===== src/rtl/fbc_pkg.sv =====
package fbc_pkg;

  // Bus widths.
  localparam int ADDR_W = 22;
  localparam int DATA_W = 16;
  localparam int BYTE_W = 8;

  // Bus phase timing, in ns as figures and in cycles at the clock rate.
  localparam int CLK_PERIOD_NS = 25;
  localparam int T_ACC_NS = 60;
  localparam int T_CE_NS = 60;
  localparam int T_WP_NS = 60;
  localparam int T_SETUP_NS = 25;
  localparam int T_HOLD_NS = 25;
  localparam int T_RH_NS = 50;
  localparam int T_RP_NS = 500;
  localparam int ACC_CYC = (T_ACC_NS + CLK_PERIOD_NS - 1) / CLK_PERIOD_NS;
  localparam int CE_CYC = (T_CE_NS + CLK_PERIOD_NS - 1) / CLK_PERIOD_NS;
  localparam int WP_CYC = (T_WP_NS + CLK_PERIOD_NS - 1) / CLK_PERIOD_NS;
  localparam int SETUP_CYC = (T_SETUP_NS + CLK_PERIOD_NS - 1) / CLK_PERIOD_NS;
  localparam int HOLD_CYC = (T_HOLD_NS + CLK_PERIOD_NS - 1) / CLK_PERIOD_NS;
  localparam int RH_CYC = (T_RH_NS + CLK_PERIOD_NS - 1) / CLK_PERIOD_NS;
  localparam int RP_CYC = (T_RP_NS + CLK_PERIOD_NS - 1) / CLK_PERIOD_NS;
  localparam int CNT_W = 8;

  // Status bit positions on the data bus.
  localparam int POLL_BIT = 7;
  localparam int TOGGLE1_BIT = 6;
  localparam int TOGGLE2_BIT = 2;

  // Command codes of the host request port.
  localparam logic [1:0] OP_READ = 2'h0;
  localparam logic [1:0] OP_WRITE = 2'h1;
  localparam logic [1:0] OP_RESET = 2'h2;
  localparam logic [1:0] OP_POLL = 2'h3;

  // Sequencer states, Gray along idle-setup-strobe-hold.
  typedef enum logic [2:0] {
    FBC_IDLE = 3'h0,
    FBC_SETUP = 3'h1,
    FBC_STROBE = 3'h3,
    FBC_HOLD = 3'h2,
    FBC_RESET = 3'h6,
    FBC_RECOVER = 3'h7
  } fbc_state_t;

endpackage


===== src/rtl/fbc_ctrl.sv =====
`timescale 1ns/1ps
module fbc_ctrl #(
  parameter int ADDR_W = fbc_pkg::ADDR_W,
  parameter int DATA_W = fbc_pkg::DATA_W,
  parameter logic [7:0] RP_CYCLES = 8'(fbc_pkg::RP_CYC)
) (
  // Clock and reset.
  input wire logic CLK,
  input wire logic SYS_RST,
  // Host request port.
  input wire logic REQ_VALID,
  input wire logic [1:0] REQ_OP,
  input wire logic [ADDR_W-1:0] REQ_ADDR,
  input wire logic REQ_LSB,
  input wire logic [DATA_W-1:0] REQ_WDATA,
  input wire logic BYTE_MODE,
  input wire logic WRITE_PROTECT,
  output logic REQ_READY,
  output logic RSP_VALID,
  output logic [DATA_W-1:0] RSP_RDATA,
  output logic RSP_DONE,
  output logic FLASH_BUSY,
  // Flash pins.
  output logic [ADDR_W-1:0] FL_ADDR,
  output logic FL_CE_N,
  output logic FL_OE_N,
  output logic FL_WE_N,
  output logic FL_RESET_N,
  output logic FL_WP_N,
  output logic FL_BYTE_N,
  input wire logic [DATA_W-1:0] FL_DQ_I,
  output logic [DATA_W-1:0] FL_DQ_O,
  output logic [DATA_W-1:0] FL_DQ_OE,
  input wire logic FL_READY_BUSY_N
);

  localparam logic [7:0] ACC_C = 8'(fbc_pkg::ACC_CYC);
  localparam logic [7:0] CE_C = 8'(fbc_pkg::CE_CYC);
  localparam logic [7:0] WP_C = 8'(fbc_pkg::WP_CYC);
  localparam logic [7:0] SU_C = 8'(fbc_pkg::SETUP_CYC);
  localparam logic [7:0] HO_C = 8'(fbc_pkg::HOLD_CYC);
  localparam logic [7:0] RH_C = 8'(fbc_pkg::RH_CYC);

  fbc_pkg::fbc_state_t state_r, state_nxt;
  logic [1:0] op_r;
  logic standby_r;
  logic tload;
  logic [7:0] tcount;
  logic tdone;
  logic is_write;
  logic wr_nxt;
  logic dq_drive;
  logic [DATA_W-1:0] dq_en_word;
  logic [DATA_W-1:0] wdata_pins;

  fbc_timer #(.W(8)) u_timer (
    .clk(CLK),
    .rst(SYS_RST),
    .load(tload),
    .count(tcount),
    .done(tdone)
  );

  // Command, program and erase sequences are all plain writes to the flash.
  assign is_write = (op_r == fbc_pkg::OP_WRITE);
  // The operation latch is not yet loaded on the accepting edge, so look at the request.
  assign wr_nxt = (state_r == fbc_pkg::FBC_IDLE) ? (REQ_OP == fbc_pkg::OP_WRITE) : is_write;
  // In byte mode pin fifteen is the address LSB and is always driven; pins 14..8 float.
  assign dq_en_word = BYTE_MODE ? {1'b1, 7'h00, {8{dq_drive}}} : {DATA_W{dq_drive}};
  assign wdata_pins = BYTE_MODE ? {REQ_LSB, 7'h00, REQ_WDATA[7:0]} : REQ_WDATA;
  assign dq_drive = wr_nxt && (state_nxt == fbc_pkg::FBC_SETUP ||
                                 state_nxt == fbc_pkg::FBC_STROBE ||
                                 state_nxt == fbc_pkg::FBC_HOLD);

  // A read strobe pays the chip-select access time after standby; a write strobe lasts the write-pulse time.
  always_comb
  begin
    state_nxt = state_r;
    tload = 1'b0;
    tcount = 8'h00;
    case (state_r)
      fbc_pkg::FBC_IDLE:
      begin
        if (REQ_VALID && REQ_OP == fbc_pkg::OP_RESET)
        begin
          state_nxt = fbc_pkg::FBC_RESET;
          tload = 1'b1;
          tcount = RP_CYCLES;
        end
        else if (REQ_VALID)
        begin
          state_nxt = fbc_pkg::FBC_SETUP;
          tload = 1'b1;
          tcount = SU_C;
        end
      end
      fbc_pkg::FBC_SETUP:
        if (tdone)
        begin
          state_nxt = fbc_pkg::FBC_STROBE;
          tload = 1'b1;
          if (is_write)
            tcount = WP_C;
          else if (standby_r)
            tcount = (CE_C > ACC_C) ? CE_C : ACC_C;
          else
            tcount = ACC_C;
        end
      fbc_pkg::FBC_STROBE:
        if (tdone)
        begin
          state_nxt = fbc_pkg::FBC_HOLD;
          tload = 1'b1;
          tcount = HO_C;
        end
      fbc_pkg::FBC_HOLD:
        if (tdone)
          state_nxt = fbc_pkg::FBC_IDLE;
      fbc_pkg::FBC_RESET:
        if (tdone)
        begin
          state_nxt = fbc_pkg::FBC_RECOVER;
          tload = 1'b1;
          tcount = RH_C;
        end
      fbc_pkg::FBC_RECOVER:
        if (tdone)
          state_nxt = fbc_pkg::FBC_IDLE;
      default:
        state_nxt = fbc_pkg::FBC_IDLE;
    endcase
  end

  always_ff @(posedge CLK or posedge SYS_RST)
  begin
    if (SYS_RST)
    begin
      state_r <= fbc_pkg::FBC_IDLE;
      op_r <= fbc_pkg::OP_READ;
      standby_r <= 1'b1;
    end
    else
    begin
      state_r <= state_nxt;
      if (state_r == fbc_pkg::FBC_IDLE && REQ_VALID)
        op_r <= REQ_OP;
      if (state_nxt == fbc_pkg::FBC_IDLE || state_nxt == fbc_pkg::FBC_RECOVER)
        standby_r <= 1'b1;
      else if (state_nxt == fbc_pkg::FBC_STROBE)
        standby_r <= 1'b0;
    end
  end

  // Pin drivers: every pin is a flop so no glitch reaches the flash.
  always_ff @(posedge CLK or posedge SYS_RST)
  begin
    if (SYS_RST)
    begin
      FL_CE_N <= 1'b1;
      FL_OE_N <= 1'b1;
      FL_WE_N <= 1'b1;
      FL_RESET_N <= 1'b0;
      FL_ADDR <= '0;
      FL_DQ_O <= '0;
      FL_DQ_OE <= '0;
      FL_WP_N <= 1'b0;
      FL_BYTE_N <= 1'b1;
    end
    else
    begin
      FL_WP_N <= ~WRITE_PROTECT;
      FL_BYTE_N <= ~BYTE_MODE;
      FL_RESET_N <= (state_nxt != fbc_pkg::FBC_RESET);
      // Chip select covers setup to hold; standby between accesses.
      FL_CE_N <= !(state_nxt == fbc_pkg::FBC_SETUP || state_nxt == fbc_pkg::FBC_STROBE ||
                   state_nxt == fbc_pkg::FBC_HOLD);
      FL_OE_N <= !(!is_write && state_nxt == fbc_pkg::FBC_STROBE);
      FL_WE_N <= !(is_write && state_nxt == fbc_pkg::FBC_STROBE);
      if (state_r == fbc_pkg::FBC_IDLE && REQ_VALID)
      begin
        FL_ADDR <= REQ_ADDR;
        FL_DQ_O <= wdata_pins;
      end
      FL_DQ_OE <= dq_en_word;
    end
  end

  // Read data is sampled at the end of the output-enable phase.
  always_ff @(posedge CLK or posedge SYS_RST)
  begin
    if (SYS_RST)
    begin
      REQ_READY <= 1'b0;
      RSP_VALID <= 1'b0;
      RSP_RDATA <= '0;
      RSP_DONE <= 1'b0;
      FLASH_BUSY <= 1'b0;
    end
    else
    begin
      // Reads need no command first; reset clears ready and the port is ready from the first clock after reset.
      REQ_READY <= (state_nxt == fbc_pkg::FBC_IDLE) && !(state_r == fbc_pkg::FBC_IDLE && REQ_VALID);
      RSP_VALID <= !is_write && state_r == fbc_pkg::FBC_STROBE && tdone;
      if (!is_write && state_r == fbc_pkg::FBC_STROBE && tdone)
        RSP_RDATA <= BYTE_MODE ? {8'h00, FL_DQ_I[7:0]} : FL_DQ_I;
      RSP_DONE <= is_write && state_r == fbc_pkg::FBC_HOLD && tdone;
      FLASH_BUSY <= ~FL_READY_BUSY_N;
    end
  end

endmodule


===== src/rtl/fbc_timer.sv =====
`timescale 1ns/1ps
module fbc_timer #(
  parameter int W = 8
) (
  // Clock and reset.
  input wire logic clk,
  input wire logic rst,
  // Load and status.
  input wire logic load,
  input wire logic [W-1:0] count,
  output logic done
);

  logic [W-1:0] cnt_r;

  assign done = (cnt_r == {W{1'b0}});

  always_ff @(posedge clk or posedge rst)
  begin
    if (rst)
      cnt_r <= {W{1'b0}};
    else if (load)
      cnt_r <= count;
    else if (!done)
      cnt_r <= cnt_r - {{(W-1){1'b0}}, 1'b1};
  end

endmodule


===== config.mk =====
export PLATFORM = sky130hd
export DESIGN_NAME = fbc_ctrl
export DESIGN_NICKNAME = d
export VERILOG_FILES = /design/src/rtl/fbc_pkg.sv /design/src/rtl/fbc_ctrl.sv /design/src/rtl/fbc_timer.sv
export SDC_FILE = /design/constraint.sdc
export NUM_CORES = 1
export LEC_CHECK = 0
export ABC_AREA = 1
export BUFFER_PORTS_ARGS = -buffer_cell sky130_fd_sc_hd__buf_4
export CORE_ASPECT_RATIO = 0.7
export CORE_MARGIN = 2
export CORE_UTILIZATION = 52
export CTS_CLUSTER_DIAMETER = 30
export DETAILED_ROUTE_END_ITERATION = 12
export GPL_TIMING_DRIVEN = 1
export HOLD_SLACK_MARGIN = 0.02
export MAX_ROUTING_LAYER = met4
export PLACE_DENSITY = 0.85
export RECOVER_POWER = 100
export SKIP_LAST_GASP = 1
export SLEW_MARGIN = 20
export SYNTH_ARGS = -nofsm -noshare
export SYNTH_HDL_FRONTEND = slang
export SYNTH_SLANG_ARGS = --single-unit
export TNS_END_PERCENT = 20

===== constraint.sdc =====
create_clock -name CLK -period 4.5 [get_ports CLK]
set_input_delay 0.45 -clock CLK [delete_from_list [all_inputs] [get_ports CLK]]
set_output_delay 0.45 -clock CLK [all_outputs]
set_load 0.005 [all_outputs]

; ---- Word level (Yosys, flattened, before mapping)
; Cells that the tools add are included.
[word_totals]
reg_bits = 93
latch_bits = 0
ramBits = 0
romBits = 0
in_bits = 63
out_inout_bits = 80
wordCells = 79
mem_count = 0
[op_classes]
add_sub_neg = 1
n_mul = 0
div_mod_pow = 0
order_cmp = 0
eq_ne = 13
n_shift = 0
n_mux = 23
n_bitwise = 3
n_reduce_logical = 22
[op_table]
columns = operator, count
row1 = two-way mux 16 bit, 3
row2 = one-hot mux 5 bit (4 select lines), 1
row3 = two-way mux 3 bit, 6
row4 = two-way mux 8 bit, 2
row5 = one-hot mux 3 bit (5 select lines), 1
row6 = "equality test 3 x 2 -> 1 bit, second input constant", 4
row7 = logical AND 1 bit, 10
row8 = logical NOT 8 bit, 1
row9 = "subtractor 8 x 1 -> 8 bit, second input constant", 1
row10 = "equality test 3 x 1 -> 1 bit, second input constant", 2
row11 = "equality test 3 bit, second input constant", 2
row12 = logical NOT 3 bit, 2
row13 = two-way mux 1 bit, 6
row14 = logical NOT 1 bit, 5
row15 = two-way mux 5 bit, 1
row16 = "equality test 2 x 1 -> 1 bit, second input constant", 2
row17 = two-way mux 2 bit, 2
row18 = "inequality test 3 bit, second input constant", 1
row19 = inverter 1 bit, 3
row20 = OR reduction 3 bit, 1
row21 = "equality test 2 bit, second input constant", 1
row22 = logical OR 1 bit, 2
row23 = "inequality test 2 bit, second input constant", 1
row24 = one-hot mux 1 bit (2 select lines), 1
row25 = OR reduction 2 bit, 1

; ---- Logic depth before layout (Yosys ltp)
; Gate-level depths: netlist of the first run.
[logic_depth]
word_depth = 9
depth_mapped = 10
mapped_depth_nobuf = 10

; ---- Modules after synthesis
; Synthesis of the first run repeated with hierarchy kept, for this count alone.
[hier_totals]
cells_unflattened = 411
hier_area_um2 = 3543.4
[modules_own_cells]
columns = mod, n_inst, cells_per_inst, area_each_um2
row1 = fbc_ctrl, 1, 329, 2951.6
row2 = fbc_timer, 1, 82, 591.8

; ---- Worst setup path before layout of the first run
; Ideal clock, no wire load.
[synth_path]
kind = register to register
start = register u_timer.cnt_r[0]
end = register FL_DQ_OE[15]
arrival_time_ns = 1.400
setup_slack_ns = 2.970
path_stages_with_launch = 10
cell_sequence = dfrtp_1 inv_1 ha_1 nand3_2 nor2_8 nor2_1 nor2_2 nand3_2 nand3_1 nand2_1
[synth_via]
elab_chain_cells = 8
word_cells_on_any_way = 13
classes_between = eq/ne (3) / mux (6) / reduce/logical (4)
[synth_lines]
columns = element, line
row1 = from (decl), fbc_timer.sv:14  ; logic [W-1:0] cnt_r;
row2 = from (signal assigned), fbc_timer.sv:21  ; cnt_r <= {W{1'b0}};
row3 = from (signal assigned), fbc_timer.sv:23  ; cnt_r <= count;
row4 = from (signal assigned), fbc_timer.sv:25  ; cnt_r <= cnt_r - {{(W-1){1'b0}}, 1'b1};
row5 = logical NOT 8 bit *, fbc_timer.sv:16  ; assign done = (cnt_r == {W{1'b0}});
row6 = two-way mux 3 bit (on tied branches), -
row7 = one-hot mux 3 bit (5 select lines) *, fbc_ctrl.sv:81  ; case (state_r)
row8 = equality test 3 x 1 -> 1 bit / equality test 3 x 2 -> 1 bit (equally long branches), "fbc_ctrl.sv:71, fbc_ctrl.sv:72"
row9 = logical OR 1 bit, fbc_ctrl.sv:71  ; assign dq_drive = wr_nxt && (state_nxt == fbc_pkg::FBC_SETUP ||
row10 = logical OR 1 bit *, fbc_ctrl.sv:72  ; state_nxt == fbc_pkg::FBC_STROBE ||
row11 = logical AND 1 bit *, fbc_ctrl.sv:71
row12 = two-way mux 16 bit *, fbc_ctrl.sv:69  ; assign dq_en_word = BYTE_MODE ? {1'b1, 7'h00, {8{dq_drive}}} : {DATA_W{dq_drive}};
row13 = named net dq_en_word[15], fbc_ctrl.sv:53  ; logic [DATA_W-1:0] dq_en_word;
row14 = to (signal assigned), fbc_ctrl.sv:184  ; FL_DQ_OE <= dq_en_word;
row15 = to (decl), fbc_ctrl.sv:33  ; output logic [DATA_W-1:0] FL_DQ_OE,
; The timed path passes the listed nets; every way through them passes the cells marked *.
; A chain may end at the register's enable or synchronous reset.

; ---- Final worst setup path of the first run
[layout_path]
start = register state_r[2]
end = register FL_ADDR[17]
[layout_via]
elab_chain_cells = 2
[layout_lines]
columns = element, line
row1 = from (decl), fbc_ctrl.sv:44  ; fbc_pkg::fbc_state_t state_r, state_nxt;
row2 = from (signal assigned), fbc_ctrl.sv:138  ; state_r <= fbc_pkg::FBC_IDLE;
row3 = from (signal assigned), fbc_ctrl.sv:144  ; state_r <= state_nxt;
row4 = logical NOT 3 bit, fbc_ctrl.sv:179  ; if (state_r == fbc_pkg::FBC_IDLE && REQ_VALID)
row5 = logical AND 1 bit, fbc_ctrl.sv:179
row6 = to (signal assigned), fbc_ctrl.sv:163  ; FL_ADDR <= '0;
row7 = to (signal assigned), fbc_ctrl.sv:181  ; FL_ADDR <= REQ_ADDR;
row8 = to (decl), fbc_ctrl.sv:24  ; output logic [ADDR_W-1:0] FL_ADDR,
; Every way passes these cells.

==> results_dict.tcl, run 1 <==
set metrics [dict create \
    synth_top_area_share_pct 54.8 \
    detail-route-antenna-nets 0 \
    drt-initial-drc-count 221 \
    grt_overflow_total 0 \
    setup_viol 0 \
    grt_max_degree 55 \
    fp.coreArea_um2 6340 \
    grt_pass1_wl_mm 13.9 \
    dieArea_um2 7360 \
    p_leak_uw 0.00250 \
    drt-total-wl_mm 8.81 \
    violations "max-capacitance violations, max-slew violations" \
    io_buffers 142 \
    worstSetupStartpointType "register" \
    finalHoldViolCount 0 \
    hpwl_mm 6.34 \
    syn_avg_cell_area_um2 8.79 \
    grt_antenna_before_repair 0 \
    powerDensity_nw_per_um2 665 \
    synth.area.top_cells "dfrtp_1 55%, nand2_1 18%, buf_4 3.2%, dfstp_2 3.0%, inv_1 2.8%" \
    cpMostUsedCell "nand2_1" \
    numCtsBuffers 9 \
    drive_gt1_share_pct 30.7 \
    via_per_inst 5.00 \
    relSlewSlack_pct -59.7 \
    pre_cts_slack_ns 2.18 \
    worst_pin_slew_ns 2.38 \
    worstPathArrival_ns 3.25 \
    avgRoutedWirePerCell_um 14.2 \
    cp-end-kind "register" \
    clk_latency_ns 0.36 \
    die_w_um 102 \
    final_common_cell "nand2_1" \
    synth-seq-cells 80 \
    grt_setup_unrepaired "false" \
    grt_pass1_vias 2919 \
    cpMaxStageDelayCell "nand2_1" \
    synth_nets 460 \
    yosysTopAreaCell "dfrtp_1" \
    syn_area_um2 3470 \
    path_buf_inv 2 \
    drcViolationCount 0 \
    nets 588 \
    cts_setup_buffers 0 \
    track_usage_pct 25.5 \
    setup_tns_ns 0 \
    die_h_um 72.4 \
    cap_violations 2 \
    period_share_pct 66.9 \
    yosysUniqueCellTypes 31 \
    crit_chain "nor2_1 > nand2_1 > inv_1 > nand2_1 > inv_2 > nand2_1 > nand2_1" \
    cp_max_fo 54 \
    row_count 24 \
    gp_congestion 0.943 \
    ctsResizeCount 0 \
    initial_utilization_pct 54.8 \
    dr.pass1.iters 5 \
    cts_tree "built" \
    num_antenna_cells 0 \
    final_cell_mix "167 x nand2_1, 76 x dfrtp_1, 69 x clkbuf_4" \
    ys_seq_area_share_pct 57.8 \
    path_delay_family "simple AND/OR/NAND/NOR gates" \
    yosys_warnings 0 \
    status "complete, but fails checks" \
    max_stage_delay_ns 1.22 \
    fin_skew_ns 0.0113 \
    clockRootBuffer "clkbuf_8" \
    path_clk_slew_ns 0.08 \
    ctsHoldBuffers 0 \
    area_growth_pct 33.2 \
    clkSinkCount 80 \
    fin_ws_ns 1.49 \
    cts-htree-levels 3 \
    slew_violations 110 \
    cp.required_ns 4.74 \
    vdd_drop_max_mv 0.354 \
    io_pins 143 \
    period_minus_slack_ns 3.01 \
    max_freq_ghz 0.332 \
    route.vias.total 3096 \
    clockBufferDepth 2 \
    hp-class "in -> reg" \
    postSynthCellCount 395 \
    path_class "reg -> reg" \
]
-- per-layer routing --
| metal | track usage, % | up-vias | wire (um) |
|---|---|---|---|
| met2 | 37.4 | 161 | 4120 |
| met5 | - | - | 0 |
| met3 | 8.09 | 17 | 854 |
| met1 | 34.5 | 1454 | 3690 |
| met4 | 7.21 | 0 | 142 |
| li1 | - | 1464 | - |
-- worst paths after layout --
kind | slack [ns] | cells past startpoint | startpoint | to
max | 1.49 | 7 | state_r[2] | FL_ADDR[17]
min | 0.25 | 2 | FL_READY_BUSY_N | FLASH_BUSY
max reg2reg | 1.49 | 7 | state_r[2] | FL_ADDR[17]
min reg2reg | 0.49 | 2 | RSP_RDATA[9] | RSP_RDATA[9]
max in group asynchronous | 1.69 | 3 | SYS_RST | FL_DQ_O[0]
min in group asynchronous | 0.74 | 2 | SYS_RST | FL_DQ_O[6]
-- cell usage after synthesis (all sizes together) --
cell type / n
xor2: 1
inv: 28
a21oi: 6
nor3: 7
buf: 21
nand2: 170
nor2: 31
ha: 2
nand3: 12
dfstp: 4
clkinv: 1
nor4: 1
o31ai: 1
clkbuf: 5
nand4: 5
o21ai: 21
o21bai: 1
o21a: 1
dfrtp: 76
a211oi: 1
-- per-stage QoR --
stage / instances / utilization, % / power (uW) / hold slack [ns] / cell area, um2
after CTS: 619 / 74.9 / 3190 / 0.215 / 4750
after detailed placement: 603 / 71.1 / 2540 / 0.466 / 4500
after floorplan: 395 / - / 1930 / 0.453 / 3470
after global placement: 603 / 71.0 / 2480 / 0.464 / 4500
final: 619 / 73.0 / 3080 / 0.248 / 4630
after global routing: 619 / 73.0 / 3310 / 0.244 / 4630
-- power by group --
group	internal [uW]	leakage [uW]	switching [uW]
Clock	384	0.000124	260
Combinational	551	0.00140	646
Sequential	1040	0.000979	200
-- logic make-up (layout without fill, tap and decap cells) --
kind of cell / Yosys count / count (layout) / synth area share [%]
adder cells (fa/ha/maj): 2 / 2 / 0.720
XOR/XNOR: 1 / 1 / 0.252
AND/OR/NAND/NOR: 226 / 226 / 28.6
flip-flops: 80 / 80 / 57.8
AO/OA/AOI/OAI: 31 / 31 / 4.90
buffers and inverters: 55 / 188 / 7.78
-- layout make-up --
cell class	count	area, um2
flip-flops and latches	80	2010
multi-input cells	260	1140
clock inverters	5	104
inverters	29	110
fillers	443	1710
repair buffers	143	1010
well taps	91	114
clock buffers	11	141
-- registers in the layout, summed over array words and instances, names as in the netlist, 2 cells and up --
register       flops
FL_ADDR           22
FL_DQ_O           16
FL_DQ_OE           3
RSP_RDATA         16
op_r               2
state_r            3
u_timer.cnt_r      8
-- worst reg2reg max path, cell delays in order (launching register included) --
cell and delay [ns]:
dfrtp_1 0.48, nor2_1 0.10, nand2_1 0.10, inv_1 0.08, nand2_1 1.22, inv_2 0.63
nand2_1 0.22, nand2_1 0.08
Power figures use the tool's default switching activity.
==> run 2, diff against run 1 <==
ABC_AREA = 0   (was 1)
CORE_UTILIZATION = 43   (was 52)
PLACE_DENSITY = 0.75   (was 0.85)
clock period = 2.4 ns   (was 4.5 ns; I/O delays follow)
==> run 2 against run 1 <==
Compared with the run above: the flow still finishes with violations (max-capacitance violations, max-slew violations); critical endpoint is now REQ_READY; largest cell class unchanged; core utilization decreased by 12 points; largest power group unchanged; design area up 5.1%; global-route usage is 4.8 points lower.
==> results_dict.tcl, run 2 <==
set metrics [dict create \
    setup_tns_ns 0 \
    cap_violations 1 \
    syn_area_um2 3510 \
    clockBufferDepth 2 \
    period_share_pct 92.8 \
    final_common_cell "nand2_1" \
    area_growth_pct 38.4 \
    switching_share_pct 33.9 \
    powerDensity_nw_per_um2 1240 \
    p_leak_uw 0.00254 \
    synth.area.top_cells "dfrtp_1 54%, nand2_1 13%, mux2_4 3.8%, dfstp_2 3.0%, buf_4 2.8%" \
    io_pins 143 \
    yosysTopAreaCell "dfrtp_1" \
    ys.flop_type "dfrtp_1" \
    avgRoutedWirePerCell_um 14.8 \
    cp_max_fo 7 \
    path_clk_slew_ns 0.06 \
    period_minus_slack_ns 2.23 \
    synth_most_common_cell "nand2_1" \
    synth_edf_count 0 \
    detail-route-antenna-nets 0 \
    cp-end-kind "register" \
    worstSetupStartpointType "register" \
    drt-total-wl_mm 8.56 \
    p_comb_share_pct 38.3 \
    cts-htree-levels 3 \
    final_cell_mix "118 x nand2_1, 76 x dfrtp_1, 73 x clkbuf_4" \
    track_usage_pct 20.7 \
    largest_reg_flops 22 \
    clk_latency_ns 0.34 \
    cts_tree "built" \
    top_register "FL_ADDR" \
    power_uw 6010 \
    max_freq_ghz 0.449 \
    ys_seq_area_share_pct 57.1 \
    p_int_uw 3970 \
    reg_top3 "FL_ADDR (22), FL_DQ_O (16), RSP_RDATA (16)" \
    power_switching_uw 2040 \
    fp.coreArea_um2 7910 \
    initial_utilization_pct 44.4 \
    grt_max_degree 53 \
    hpwl_mm 6.13 \
    syn_avg_cell_area_um2 10.3 \
    die_w_um 112 \
    hp-class "in -> reg" \
    fin_util_pct 61.5 \
    via_per_inst 5.03 \
    reg2reg_slack_ns 0.17 \
    final.fill_count 674 \
    violations "max-capacitance violations, max-slew violations" \
    clkSinkCount 80 \
    dieArea_um2 8920 \
    setup_viol 0 \
    yosys_warnings 0 \
    postSynthCellCount 341 \
    finalHoldViolCount 0 \
    grt_overflow_total 0 \
    nets 538 \
    gp_congestion 0.908 \
    grt_pass1_vias 2941 \
    fin_skew_ns 0.00634 \
    grt_antenna_before_repair 0 \
    drcViolationCount 0 \
    dr.pass1.iters 4 \
    ys_top_cells_by_count "118 x nand2_1, 76 x dfrtp_1, 13 x buf_4" \
    die_h_um 79.6 \
    drt-initial-drc-count 123 \
    yosysUniqueCellTypes 50 \
    power_frac_seq_pct 38.9 \
    clkPwrFrac_pct 22.8 \
    row_count 27 \
    ctsHoldBuffers 0 \
    synth_nets 406 \
    synth_top_area_share_pct 54.1 \
    grt_setup_unrepaired "true" \
    synth-seq-cells 80 \
    grt_pass1_wl_mm 14.1 \
    path_class "reg -> reg" \
    num_antenna_cells 0 \
    worstPathArrival_ns 2.49 \
    status "complete, but fails checks" \
    numCtsBuffers 9 \
    io_buffers 142 \
    worst_pin_slew_ns 1.95 \
    clockRootBuffer "clkbuf_16" \
    drive_gt1_share_pct 37.7 \
    async_flop_share_pct 100 \
    cp.required_ns 2.66 \
    relSlewSlack_pct -30.2 \
    vdd_drop_max_mv 0.757 \
    route.vias.total 2910 \
    slew_violations 53 \
]
-- run 2: path summary, 6_finish.rpt --
check / startpoint / cells after the start / endpoint
max: u_timer.cnt_r[0] / 7 / REQ_READY
min: FL_READY_BUSY_N / 2 / FLASH_BUSY
max reg2reg: u_timer.cnt_r[0] / 7 / REQ_READY
min reg2reg: FL_DQ_O[9] / 2 / FL_DQ_O[9]
max in group asynchronous: SYS_RST / 3 / FL_DQ_O[12]
min in group asynchronous: SYS_RST / 2 / FLASH_BUSY
-- run 2: metrics by stage --
| stage | cell area, um2 | std cells | hold slack [ns] | setup WS [ns] |
|---|---|---|---|---|
| after floorplan | 3510 | 341 | 0.299 | 0.115 |
| after global placement | 4590 | 562 | 0.383 | 0.204 |
| after detailed placement | 4590 | 562 | 0.386 | 0.0902 |
| after CTS | 4890 | 577 | 0.0244 | 0.0824 |
| after global routing | 4860 | 578 | 0.0440 | 0.00484 |
| final | 4860 | 578 | 0.0557 | 0.173 |
-- run 2: area by class of cell --
class | instances | area, um2 | area share [%]
sequential | 80 | 2010 | 41.3
tap | 101 | 126 | 2.60
clock inverter | 4 | 53.8 | 1.11
timing repair buffer | 149 | 1080 | 22.3
multi-input combinational | 221 | 1300 | 26.8
inverter | 12 | 45.0 | 0.927
clock buffer | 11 | 243 | 4.99
-- run 2: worst max-delay path, stage by stage, from the launching register on --
cell      delay [ns]
dfrtp_1         0.37
inv_1           0.12
ha_1            0.17
nor3b_2         0.42
a311oi_1        0.21
a211oi_1        0.53
inv_1           0.18
nor2_1          0.15
-- run 2: logic make-up after synthesis --
family | after synthesis | synth area share (%)
mux | 19 | 6.94
flops | 80 | 57.1
simple gates | 173 | 23.6
compound gates | 22 | 4.20
xor+xnor | 5 | 1.25
buf+inv | 40 | 6.16
fa+ha+maj | 2 | 0.712
-- run 2: what timing repair did --
item / in CTS / in global routing
buffers inserted: 0 / 1
gates resized for setup: 0 / 1
endpoints found under the setup margin: 0 / 19
-- run 2: power groups by stage --
stage	combinational, uW	sequential (uW)	clock, uW
after floorplan	1270	2320	0
final	2300	2340	1370
after global routing	2560	2410	1460
after CTS	2410	2360	1400
after detailed placement	2410	2350	0
after global placement	2330	2330	0
-- run 2: routing by layer --
layer / wire length (um) / vias up / global-route usage, %
li1: - / 1357 / -
met5: 0 / - / -
met2: 4070 / 111 / 31.7
met1: 3600 / 1430 / 25.6
met3: 737 / 12 / 8.12
met4: 147 / 0 / 6.59
==> run 3, diff against run 2 <==
CORE_ASPECT_RATIO = 0.8   (was 0.7)
==> run 3 against run 2 <==
Compared with the run above: the run still ends with max-capacitance violations, max-slew violations left; register-to-register slack gained 0.03 ns; sequential cell count unchanged; sequential power barely moved; critical path depth unchanged; clock power is 18% lower; core utilization decreased by 1.1 points; worst setup slack better by 0.031 ns; clock skew rose by 0.0063 ns; critical path type unchanged; largest power group unchanged; highest routed layer unchanged.
==> results_dict.tcl, run 3 (synthesis gave the netlist of run 2 again) <==
set metrics [dict create \
    cp-end-kind "register" \
    grt_pass1_vias 2881 \
    hp-class "in -> reg" \
    cts_tree "built" \
    dr.pass1.iters 4 \
    path_clk_slew_ns 0.08 \
    initial_utilization_pct 44.2 \
    cp.required_ns 2.63 \
    path_class "reg -> reg" \
    p_leak_uw 0.00247 \
    grt_max_degree 49 \
    slew_violations 35 \
    max_stage_delay_ns 0.43 \
    final_common_cell "nand2_1" \
    multi_input_area_um2 1260 \
    area_growth_pct 36.5 \
    row_count 29 \
    dieArea_um2 8910 \
    max_freq_ghz 0.455 \
    grt_overflow_total 0 \
    final.fill_count 705 \
    status "complete, but fails checks" \
    layout.cells.non_filler 588 \
    cp_max_fo 17 \
    worstPathArrival_ns 2.43 \
    fp.coreArea_um2 7950 \
    clk_latency_ns 0.35 \
    final_cell_mix "118 x nand2_1, 76 x dfrtp_1, 76 x clkbuf_4" \
    path_delay_family "simple AND/OR/NAND/NOR gates" \
    clkSinkCount 80 \
    reg_top3 "FL_ADDR (22), FL_DQ_O (16), RSP_RDATA (16)" \
    drt-total-wl_mm 8.02 \
    vdd_drop_max_mv 0.594 \
    violations "max-capacitance violations, max-slew violations" \
    maxUsedRoutingLayer "met4" \
    avgRoutedWirePerCell_um 13.6 \
    wl_met2_mm 3.85 \
    setup_viol 0 \
    clockRootBuffer "clkbuf_8" \
    track_usage_pct 19.8 \
    period_minus_slack_ns 2.20 \
    detail-route-antenna-nets 0 \
    wl_met3_um 586 \
    fin_skew_ns 0.0126 \
    grt_setup_unrepaired "true" \
    top_register "FL_ADDR" \
    route.vias.total 2805 \
    io_buffers 142 \
    drive_gt1_share_pct 35.8 \
    grt_pass1_wl_mm 13.7 \
    seq_area_um2 2010 \
    nets 540 \
    io_pins 143 \
    relSlewSlack_pct -3.72 \
    m1WireLength_mm 3.52 \
    grt_antenna_before_repair 0 \
    path_buf_inv 2 \
    cpMaxStageDelayCell "or3b_1" \
    finalHoldViolCount 0 \
    power_uw 5640 \
    powerDensity_nw_per_um2 1180 \
    clockBufferDepth 2 \
    num_antenna_cells 0 \
    numCtsBuffers 9 \
    drt-initial-drc-count 107 \
    largest_reg_flops 22 \
    placed_cells 568 \
    die_h_um 84.9 \
    via_per_inst 4.77 \
    gp_congestion 0.898 \
    worstSetupStartpointType "register" \
    cap_violations 1 \
    period_share_pct 91.5 \
    worst_pin_slew_ns 1.55 \
    hpwl_mm 5.81 \
    drcViolationCount 0 \
    die_w_um 105 \
    cts-htree-levels 3 \
    crit_chain "inv_1 > ha_1 > or3b_1 > nor3_4 > nand4_4 > clkbuf_4 > mux2_1" \
]
run 3: changes by cell type in the layout (fill, tap and decap cells not counted), sizes merged:
cell and change:
clkinv +1, inv -2, clkbuf +1, dlygate4sd3 +3, bufinv +1, buf -1
run 3: final timing paths:
path | start | endpoint | slack [ns] | depth (start not counted)
max | u_timer.cnt_r[0] | RSP_RDATA[6] | 0.20 | 7
min | REQ_ADDR[9] | FL_ADDR[9] | 0.08 | 3
max reg2reg | u_timer.cnt_r[0] | RSP_RDATA[6] | 0.20 | 7
min reg2reg | op_r[1] | op_r[1] | 0.47 | 2
max in group asynchronous | SYS_RST | FL_BYTE_N | 0.70 | 4
min in group asynchronous | SYS_RST | FL_DQ_O[5] | 0.82 | 3
run 3: worst reg2reg max path, stage by stage, from the launching register on:
cell	delay, ns
dfrtp_1	0.38
inv_1	0.12
ha_1	0.18
or3b_1	0.43
nor3_4	0.27
nand4_4	0.11
clkbuf_4	0.26
mux2_1	0.35
run 3: cell type report:
type / count / share of cell area [%]
flip-flops and latches: 80 / 41.8
inverters: 12 / 0.965
clock inverters: 4 / 1.59
multi-input cells: 221 / 26.3
clock buffers: 12 / 3.23
repair buffers: 151 / 23.3
well taps: 108 / 2.82
run 3: where the power goes:
group          internal (uW)  leakage [uW]  switching (uW)
registers               1940      0.000988             394
logic                   1140       0.00137            1050
clock network            645      0.000113             483
total                   3720       0.00247            1930
run 3: per-layer routing:
layer | vias to the layer above | global-route usage (%)
met3 | 6 | 6.53
met4 | 0 | 3.64
met1 | 1334 | 25.3
li1 | 1363 | -
met5 | - | -
met2 | 102 | 31.3
run 3: through the flow:
step	util, %	setup TNS (ns)	cell area (um2)	hold WS [ns]	worst slack, ns
after floorplan	-	0	3510	0.299	0.115
final	60.4	0	4800	0.0776	0.204
after global placement	57.9	0	4600	0.339	0.192
after global routing	60.4	-0.00905	4800	0.0584	-0.00905
after CTS	61.2	0	4860	0.0645	0.0948
after detailed placement	57.9	0	4600	0.345	0.106
run 3: timing repair:
item | 4_1_cts | 5_1_grt
hold endpoints to repair | 36 | 0
gates resized for setup | 0 | 0
endpoints found under the setup margin | 0 | 17
hold buffers | 3 | 0
setup buffers | 0 | 1
